File: config.mk
export PLATFORM = sky130hd
export DESIGN_NAME = arr_readout
export DESIGN_NICKNAME = d
export VERILOG_FILES = /design/src/design/arr_pkg.sv /design/src/design/arr_readout.sv /design/src/design/arr_result_store.sv
export VERILOG_INCLUDE_DIRS = /design/src /design/src/design
export SDC_FILE = /design/constraint.sdc
export NUM_CORES = 1
export LEC_CHECK = 0
export ABC_AREA = 0
export BUFFER_PORTS_ARGS = -buffer_cell sky130_fd_sc_hd__buf_2
export CAP_MARGIN = 10
export CORE_ASPECT_RATIO = 0.5
export CORE_MARGIN = 3
export CORE_UTILIZATION = 57
export CTS_BUF_LIST = sky130_fd_sc_hd__clkbuf_4
export CTS_CLUSTER_SIZE = 30
export DETAILED_ROUTE_END_ITERATION = 10
export PLACE_DENSITY = 0.78
export SLEW_MARGIN = 20
export SYNTH_ARGS = -nofsm -noshare
export SYNTH_HDL_FRONTEND = slang
export SYNTH_HIERARCHICAL = 1
export SYNTH_SLANG_ARGS = --single-unit
File: constraint.sdc
create_clock -name I_CLK -period 3.67 [get_ports I_CLK]
set_input_delay 0.734 -clock I_CLK [delete_from_list [all_inputs] [get_ports I_CLK]]
set_output_delay 0.734 -clock I_CLK [all_outputs]
set_load 0.05 [all_outputs]
File: src/design/arr_regs.svh
// offsets, field positions, reset values and widths of the result readout bank
`ifndef ARR_REGS_SVH
`define ARR_REGS_SVH

`define ARR_OFF_BUS_CUR_LOW 8'h17
`define ARR_OFF_BUS_VOLT_HIGH 8'h18
`define ARR_OFF_BUS_VOLT_LOW 8'h19
`define ARR_OFF_ADAPT_HIGH 8'h1A
`define ARR_OFF_ADAPT_LOW 8'h1B
`define ARR_OFF_OUT_HIGH 8'h1C
`define ARR_OFF_OUT_LOW 8'h1D

`define ARR_SIGN_BIT 15
`define ARR_HIGH_MSB 14
`define ARR_HIGH_LSB 8
`define ARR_LOW_MSB 7
`define ARR_LOW_LSB 0

`define ARR_RESULT_RESET 16'h0000
`define ARR_BYTE_RESET 8'h00
`define ARR_RESULT_WIDTH 16
`define ARR_CHAN_COUNT 4
`define ARR_READ_LATENCY 2

`endif

File: src/design/arr_pkg.sv
// types shared by the result readout bank
package arr_pkg;

	typedef enum logic [1:0] {
		ARR_CH_BUS_CUR = 2'h0,
		ARR_CH_BUS_VOLT = 2'h1,
		ARR_CH_ADAPT = 2'h2,
		ARR_CH_OUT = 2'h3
	} arr_chan_t;

	// one finished conversion from the converter
	typedef struct packed {
		logic valid;
		arr_chan_t chan;
		logic [15:0] data;
	} arr_conv_t;

	// one access on the internal register port
	typedef struct packed {
		logic rd;
		logic wr;
		logic [7:0] addr;
		logic [7:0] wdata;
	} arr_req_t;

	// decoded offset
	typedef struct packed {
		logic hit;
		arr_chan_t chan;
		logic high;
	} arr_dec_t;

	// state of the readout front end
	typedef struct packed {
		logic pend;
		logic [7:0] addr;
		logic rvalid;
		logic hit;
		logic [7:0] rdata;
		logic wr_refused;
	} arr_state_t;

endpackage

File: src/design/arr_readout.sv
// measurement result readout bank on the internal register port
//
// Overview of operation
// - 0x17 returns bus current bits 7..0
// - 0x18 returns bus voltage sign, bits 14..8
// - 0x19 returns bus voltage bits 7..0
// - 0x1A returns adapter voltage sign, bits 14..8
// - 0x1B returns adapter voltage bits 7..0
// - 0x1C returns output voltage sign, bits 14..8
// - 0x1D returns output voltage bits 7..0
// - results two's complement, sign one means negative
// - soft reset clears results, watchdog does not
`timescale 1ns/10ps
`default_nettype none
`include "arr_regs.svh"

module arr_readout
	import arr_pkg::*;
(
	input wire logic I_CLK,
	input wire logic I_SRST,
	input wire logic I_REG_RST,
	input wire logic I_WDOG_EXPIRE,
	input wire arr_conv_t I_CONV,
	input wire arr_req_t I_REQ,
	output logic O_REG_RVALID,
	output logic O_REG_HIT,
	output logic [7:0] O_REG_RDATA,
	output logic O_WR_REFUSED
);

	arr_state_t state_reg;
	arr_state_t state_next;
	arr_dec_t rd_dec;
	arr_dec_t pend_dec;
	logic [15:0] store_rdata;

	// offset decode; 0x16 (bus current high byte) lives elsewhere and misses here
	function automatic arr_dec_t arr_decode(input logic [7:0] addr);
		arr_dec_t d;
		d = '{hit: 1'b1, chan: ARR_CH_BUS_CUR, high: 1'b0};
		unique case (addr)
			`ARR_OFF_BUS_CUR_LOW: d.chan = ARR_CH_BUS_CUR;
			`ARR_OFF_BUS_VOLT_HIGH: d = '{1'b1, ARR_CH_BUS_VOLT, 1'b1};
			`ARR_OFF_BUS_VOLT_LOW: d.chan = ARR_CH_BUS_VOLT;
			`ARR_OFF_ADAPT_HIGH: d = '{1'b1, ARR_CH_ADAPT, 1'b1};
			`ARR_OFF_ADAPT_LOW: d.chan = ARR_CH_ADAPT;
			`ARR_OFF_OUT_HIGH: d = '{1'b1, ARR_CH_OUT, 1'b1};
			`ARR_OFF_OUT_LOW: d.chan = ARR_CH_OUT;
			default: d.hit = 1'b0;
		endcase
		return d;
	endfunction

	assign rd_dec = arr_decode(I_REQ.addr);
	assign pend_dec = arr_decode(state_reg.addr);

	// the converter is the only writer; the watchdog input is deliberately unused
	arr_result_store #(
		.WIDTH(`ARR_RESULT_WIDTH),
		.DEPTH(`ARR_CHAN_COUNT),
		.AW(2)
	) u_store (
		.i_clk(I_CLK),
		.i_srst(I_SRST),
		.i_clear(I_REG_RST),
		.i_we(I_CONV.valid),
		.i_waddr(I_CONV.chan),
		.i_wdata(I_CONV.data),
		.i_raddr(rd_dec.chan),
		.o_rdata(store_rdata)
	);

	// read pipeline: address taken, word fetched, byte picked one cycle later
	always_comb begin
		state_next = state_reg;
		state_next.pend = I_REQ.rd;
		if (I_REQ.rd) begin
			state_next.addr = I_REQ.addr;
		end
		state_next.rvalid = state_reg.pend;
		// writes never reach the store; the refusal is only reported
		state_next.wr_refused = I_REQ.wr && rd_dec.hit;
		if (state_reg.pend) begin
			state_next.hit = pend_dec.hit;
			if (!pend_dec.hit) begin
				state_next.rdata = `ARR_BYTE_RESET;
			end else if (pend_dec.high) begin
				// sign is bit 15 of the two's complement word, passed untouched
				state_next.rdata = {store_rdata[`ARR_SIGN_BIT],
					store_rdata[`ARR_HIGH_MSB:`ARR_HIGH_LSB]};
			end else begin
				state_next.rdata = store_rdata[`ARR_LOW_MSB:`ARR_LOW_LSB];
			end
		end
	end

	// output byte holds until the next read completes
	always_ff @(posedge I_CLK) begin
		if (I_SRST) begin
			state_reg <= '0;
		end else begin
			state_reg <= state_next;
		end
	end

	assign O_REG_RVALID = state_reg.rvalid;
	assign O_REG_HIT = state_reg.hit;
	assign O_REG_RDATA = state_reg.rdata;
	assign O_WR_REFUSED = state_reg.wr_refused;

	// conversion on a channel, read of one offset next cycle, byte shows two cycles later
	property p_wr_rd(arr_chan_t ch, logic [7:0] off, logic high);
		@(posedge I_CLK) disable iff (I_SRST)
		(I_CONV.valid && I_CONV.chan == ch && !I_REG_RST) ##1
		(I_REQ.rd && I_REQ.addr == off && !I_REG_RST) ##1 !I_REG_RST
		|-> ##1 (O_REG_RVALID && O_REG_HIT && O_REG_RDATA ==
			(high ? $past(I_CONV.data[15:8], 3) : $past(I_CONV.data[7:0], 3)));
	endproperty

	a_bus_cur_low: assert property (p_wr_rd(ARR_CH_BUS_CUR, `ARR_OFF_BUS_CUR_LOW, 1'b0))
		else $error("bus current low byte wrong");
	a_bus_volt_high: assert property (p_wr_rd(ARR_CH_BUS_VOLT, `ARR_OFF_BUS_VOLT_HIGH, 1'b1))
		else $error("bus voltage high byte wrong");
	a_bus_volt_low: assert property (p_wr_rd(ARR_CH_BUS_VOLT, `ARR_OFF_BUS_VOLT_LOW, 1'b0))
		else $error("bus voltage low byte wrong");
	a_adapt_high: assert property (p_wr_rd(ARR_CH_ADAPT, `ARR_OFF_ADAPT_HIGH, 1'b1))
		else $error("adapter voltage high byte wrong");
	a_adapt_low: assert property (p_wr_rd(ARR_CH_ADAPT, `ARR_OFF_ADAPT_LOW, 1'b0))
		else $error("adapter voltage low byte wrong");
	a_out_high: assert property (p_wr_rd(ARR_CH_OUT, `ARR_OFF_OUT_HIGH, 1'b1))
		else $error("output voltage high byte wrong");
	a_out_low: assert property (p_wr_rd(ARR_CH_OUT, `ARR_OFF_OUT_LOW, 1'b0))
		else $error("output voltage low byte wrong");

	// a negative output voltage must read with the sign flag set
	a_sign_negative: assert property (@(posedge I_CLK) disable iff (I_SRST)
		(I_CONV.valid && I_CONV.chan == ARR_CH_OUT && I_CONV.data[15] && !I_REG_RST) ##1
		(I_REQ.rd && I_REQ.addr == `ARR_OFF_OUT_HIGH && !I_REG_RST) ##1 !I_REG_RST
		|-> ##1 (O_REG_RVALID && O_REG_RDATA[7]))
		else $error("negative result read without sign flag");

	// offset range of the bank, worked out apart from the decode function on purpose
	logic req_in_bank;
	assign req_in_bank = I_REQ.addr >= `ARR_OFF_BUS_CUR_LOW && I_REQ.addr <= `ARR_OFF_OUT_LOW;

	// a read right after the soft reset returns zero for every mapped offset
	a_soft_clear: assert property (@(posedge I_CLK) disable iff (I_SRST)
		I_REG_RST ##1 (I_REQ.rd && req_in_bank)
		|-> ##2 (O_REG_RVALID && O_REG_RDATA == `ARR_BYTE_RESET))
		else $error("result not cleared by soft reset");

	// a watchdog expiry between conversion and read leaves the byte intact
	a_wdog_keeps: assert property (@(posedge I_CLK) disable iff (I_SRST)
		(I_CONV.valid && I_CONV.chan == ARR_CH_ADAPT && !I_REG_RST) ##1
		(I_WDOG_EXPIRE && !I_CONV.valid && !I_REG_RST) ##1
		(I_REQ.rd && I_REQ.addr == `ARR_OFF_ADAPT_LOW && !I_REG_RST) ##1 !I_REG_RST
		|-> ##1 (O_REG_RDATA == $past(I_CONV.data[7:0], 4)))
		else $error("watchdog disturbed a result");

	// a software write between conversion and read changes nothing; refusal seen after its edge
	a_write_ignored: assert property (@(posedge I_CLK) disable iff (I_SRST)
		(I_CONV.valid && I_CONV.chan == ARR_CH_BUS_VOLT && !I_REG_RST) ##1
		(I_REQ.wr && I_REQ.addr == `ARR_OFF_BUS_VOLT_LOW && !I_CONV.valid && !I_REG_RST) ##1
		(I_REQ.rd && I_REQ.addr == `ARR_OFF_BUS_VOLT_LOW && !I_REG_RST) ##1 !I_REG_RST
		|-> ##1 (O_REG_RDATA == $past(I_CONV.data[7:0], 4) && $past(O_WR_REFUSED, 2)))
		else $error("software write altered a result");

	// every read is answered by a valid pulse two samples after it is taken
	a_read_answered: assert property (@(posedge I_CLK) disable iff (I_SRST)
		I_REQ.rd |-> ##2 O_REG_RVALID)
		else $error("read not answered in time");

	// a valid pulse only ever follows a read
	a_valid_from_read: assert property (@(posedge I_CLK) disable iff (I_SRST)
		O_REG_RVALID |-> $past(I_REQ.rd, 2))
		else $error("read data valid without a read");

	// valid lasts one cycle unless reads come back to back
	a_valid_one_cycle: assert property (@(posedge I_CLK) disable iff (I_SRST)
		O_REG_RVALID && !$past(I_REQ.rd) |=> !O_REG_RVALID)
		else $error("read data valid held too long");

	// an offset outside the bank answers with a miss and a zero byte
	a_miss_zero: assert property (@(posedge I_CLK) disable iff (I_SRST)
		I_REQ.rd && !req_in_bank
		|-> ##2 (O_REG_RVALID && !O_REG_HIT && O_REG_RDATA == `ARR_BYTE_RESET))
		else $error("unmapped offset not answered as a miss");

	// a mapped offset answers with a hit
	a_hit_mapped: assert property (@(posedge I_CLK) disable iff (I_SRST)
		I_REQ.rd && req_in_bank |-> ##2 (O_REG_RVALID && O_REG_HIT))
		else $error("mapped offset answered as a miss");

	// a write to a mapped offset is reported refused on the next sample
	a_refuse_mapped: assert property (@(posedge I_CLK) disable iff (I_SRST)
		I_REQ.wr && req_in_bank |=> O_WR_REFUSED)
		else $error("write to a result not reported refused");

	// a write outside the bank is not ours to refuse
	a_refuse_unmapped: assert property (@(posedge I_CLK) disable iff (I_SRST)
		I_REQ.wr && !req_in_bank |=> !O_WR_REFUSED)
		else $error("refusal reported for an unmapped write");

	// a refusal is only reported right after a write
	a_refuse_cause: assert property (@(posedge I_CLK) disable iff (I_SRST)
		O_WR_REFUSED |-> $past(I_REQ.wr))
		else $error("refusal reported without a write");

	// the read byte holds between completed reads; writes never disturb it
	a_rdata_hold: assert property (@(posedge I_CLK) disable iff (I_SRST)
		!O_REG_RVALID && !$past(I_SRST) |-> $stable(O_REG_RDATA))
		else $error("read byte changed without a read");

	c_read_high: cover property (@(posedge I_CLK) disable iff (I_SRST)
		O_REG_RVALID && O_REG_HIT && O_REG_RDATA[7]);
	c_read_miss: cover property (@(posedge I_CLK) disable iff (I_SRST)
		O_REG_RVALID && !O_REG_HIT);
	c_clear_then_read: cover property (@(posedge I_CLK) disable iff (I_SRST)
		I_REG_RST ##1 I_REQ.rd ##2 O_REG_RVALID);
	c_refused: cover property (@(posedge I_CLK) disable iff (I_SRST) O_WR_REFUSED);

endmodule

`default_nettype wire

File: src/design/arr_result_store.sv
// result word store: one word per channel, clearable, registered read data
`timescale 1ns/10ps
`default_nettype none

module arr_result_store #(
	parameter int WIDTH = 16,
	parameter int DEPTH = 4,
	parameter int AW = 2
) (
	input wire logic i_clk,
	input wire logic i_srst,
	input wire logic i_clear,
	input wire logic i_we,
	input wire logic [AW-1:0] i_waddr,
	input wire logic [WIDTH-1:0] i_wdata,
	input wire logic [AW-1:0] i_raddr,
	output logic [WIDTH-1:0] o_rdata
);

	typedef struct packed {
		logic [DEPTH-1:0][WIDTH-1:0] words;
		logic [WIDTH-1:0] rdata;
	} arr_store_state_t;

	arr_store_state_t state_reg;
	arr_store_state_t state_next;

	// clear beats a conversion in the same cycle; a read in that cycle already sees zero
	always_comb begin
		state_next = state_reg;
		state_next.rdata = i_clear ? '0 : state_reg.words[i_raddr];
		if (i_clear) begin
			state_next.words = '0;
		end else if (i_we) begin
			state_next.words[i_waddr] = i_wdata;
		end
	end

	// words are held at zero after power-on so reads are never undefined
	always_ff @(posedge i_clk) begin
		if (i_srst) begin
			state_reg <= '0;
		end else begin
			state_reg <= state_next;
		end
	end

	assign o_rdata = state_reg.rdata;

endmodule

`default_nettype wire

==> results.cfg <==
[setup_path]
crit_path_end_kind = register
crit_chain = buf_2 -> nor4b_1 -> nand2_1 -> nor2_1 -> or3b_1 -> o22ai_1
rrSetupSlack_ns = 2.12
cp_slowest_cell = or3b_1
critPathMaxStageDelay_ns = 0.68
start_kind = primary input
cp.required_ns = 4.04
r2r_end = O_REG_RDATA[4]$_SDFFE_PP0P_
r2r-start = state_reg[13]$_SDFFE_PP0P_
crit_arrival_ns = 2.70
worstRegToRegCells = 4
crit_fanout = 16
path_class = in -> reg

[sta]
finalClockSkew_ns = 0.01311
tns_ns = 0
timing.final.crit_share_pct = 63.59
rsz0062_at_grt = false
period_minus_slack_ns = 2.334
hold_ws_ns = 0.4812
setup-violations-final = 0
fmax_mhz = 428.5
tightestPinTransition_ns = 0.9136
slew-limit-headroom_pct = 39.10
finalHoldViolations = 0
slew_violations = 0

[route]
vias = 2980
wl_um = 9323
routed_via_density = 5.623
route.detailed.drc = 0
final_antenna_net_count = 0
wl_per_cell_um = 17.59
dr.first_iter.drc_count = 138
drtPass1Iterations = 4

[clock_tree]
clock_latency_ns = 0.46
htreeDepth = 3
postCtsSetupBuffers = 0
cts_hold_buffers = 0
clockRootBuffer = clkbuf_4
cts_buffers = 9
cts_tree = built
clk_path_buf_depth = 2
clock-sinks = 100
clkTransAtPathRegs_ns = 0.14
cts_resized = 0

[floorplanning]
dieArea_um2 = 9338
start_util_pct = 60.95
die_h_um = 69.85
core-area_um2 = 7625
die_w_um = 133.7
io_pins = 52
row_count = 22

[power_and_ir_drop]
power_frac_comb_pct = 7.7
p_int_w = 0.001386
seq_power_share_pct = 61.5
power.density_nw_per_um2 = 378.2
power_switching_w = 0.0004251
ir_drop_mv = 0.1586
p_leak_nw = 1.946
power_w = 0.001811
clockPowerShare_pct = 30.8
switching_share_pct = 23.48

[grt]
gr-usage-met2_pct = 32.87
grt_pass1_wl_um = 15120
antenna_found_initial = 0
grt_max_degree = 81
first_global_vias = 3043
grt-busiest-layer = met2
grt_usage_pct = 20.72
globalRouteMet1Util_pct = 27.17
grt-ovfl-total = 0
grt_use_met3_pct = 5.290

[place]
io_buffers = 42
gp_congestion = 0.7602
dpl.cell_count = 515
dp_hpwl_um = 5920

[min_path]
hold_start = O_REG_RDATA[6]$_SDFFE_PP0P_
min_to = O_REG_RDATA[6]$_SDFFE_PP0P_
holdCritPathClass = reg -> reg
min_path_cells = 2

[synth]
async_flop_share_pct = 0
synthesis.nets = 464
netlist_instances = 423
synth_area_um2 = 4647
syn_avg_cell_area_um2 = 10.99
ys.flop_type = dfxtp_1
synth_cell_type_count = 29
yosysWarningCount = 6
ys_seq_elements = 100
synth_edf_count = 0
ys_seq_area_share_pct = 43.08

[cells_and_area]
antenna_cells = 0
largest_reg_flops = 64
final_util_pct = 62.78
final_cells = 530
drive_gt1_share_pct = 32.94
nNetsFinal = 459
areaGrowthSynthToFinish_pct = 3.016

[status]
outcome = complete, no violations

[job]
maxCapViolations = 0
## area by class of cell
class | instances | area [um^2]
inverters | 8 | 30.03
clock inverters | 3 | 38.79
multi-input cells | 252 | 2243
repair buffers | 47 | 247.7
well taps | 108 | 135.1
flip-flops and latches | 100 | 2002
fillers | 607 | 2838
clock buffers | 12 | 90.09
## cell usage after synthesis (2+ instances only)
library cell,count,area share (%)
dfxtp_1,100,43
inv_1,8,0.65
a21oi_1,2,0.22
clkbuf_2,2,0.22
nor2b_1,3,0.40
nor2_1,10,0.81
nand2_1,3,0.24
clkbuf_1,20,1.6
o32ai_1,8,1.5
or3b_1,10,1.9
buf_6,3,0.73
nand3b_1,3,0.48
o22ai_1,16,2.2
nand3_1,2,0.22
buf_2,10,1.1
mux2i_1,112,24
or3b_2,72,14
buf_4,28,4.5
## per-stage QoR
step           cell area, um^2  worst slack (ns)
2_1_floorplan             4647             1.534
3_3_place_gp              4658            0.9357
3_5_place_dp              4658            0.8647
4_1_cts                   4787             1.343
5_1_grt                   4787             1.215
6_report                  4787             1.336
## metal layers
metal  wire length, um  up-vias
met5                 0        -
met4               142        0
met3               399       13
met2              4210       54
met1              4571     1436
li1                  -     1477
## cells in the final DEF, fill, tap and decap left out
cell       count
mux2i_1      112
dfxtp_1      100
or3b_2        72
buf_2         42
o22ai_1       16
clkbuf_4      12
or3b_1        10
nor2_1         9
inv_1          8
o32ai_1        8
buf_4          5
nand2_1        3
nand3b_1       3
nor2b_1        3
nand3_1        2
a21oi_1        2
nor4b_1        1
xnor2_1        1
nor2_4         1
mux2_2         1
nor4b_4        1
nand3_2        1
nand2b_1       1
nor3b_1        1
and4bb_2       1
clkinv_2       1
clkinv_1       1
bufinv_16      1
nor3b_2        1
and3b_1        1
or3_1          1
## logic make-up (layout without fill, tap and decap cells)
| logic type | Yosys count | after routing | share of synthesized area, % |
|---|---|---|---|
| flip-flops | 100 | 100 | 43.08 |
| AND/OR/NAND/NOR | 112 | 112 | 19.68 |
| buffers and inverters | 71 | 70 | 8.804 |
| XOR/XNOR | 1 | 1 | 0.1885 |
| AO/OA/AOI/OAI | 26 | 26 | 3.877 |
| multiplexers | 113 | 113 | 24.37 |
## worst max path at each step
| stage | startpoint | endpoint | slack [ns] | cells after the start |
|---|---|---|---|---|
| after detailed placement | I_REQ[13] | u_store/o_rdata[9]$_SDFF_PP0_ | 0.86 | 6 |
| after global routing | I_REQ[13] | u_store/o_rdata[9]$_SDFF_PP0_ | 1.21 | 6 |
| final | I_REQ[13] | u_store/o_rdata[9]$_SDFF_PP0_ | 1.34 | 6 |
| after floorplan | I_REQ[13] | u_store/o_rdata[0]$_SDFF_PP0_ | 1.53 | 7 |
| after CTS | I_REQ[13] | u_store/o_rdata[9]$_SDFF_PP0_ | 1.34 | 6 |
| after global placement | I_REQ[13] | u_store/o_rdata[9]$_SDFF_PP0_ | 0.94 | 6 |
## critical path, delay by kind of cell
family	cells	cell delay, ns
compound gates	1	0.36
simple gates	4	1.49
buf+inv	1	0.10
## power groups by stage
stage,logic (W),clock network (W),registers [W]
4_1_cts,0.000140,0.000573,0.00111
2_1_floorplan,0.000102,0,0.00114
6_report,0.000140,0.000558,0.00111
3_3_place_gp,0.000134,0,0.00114
5_1_grt,0.000151,0.000612,0.00112
3_5_place_dp,0.000139,0,0.00114
(Power assumes the default switching activity.)
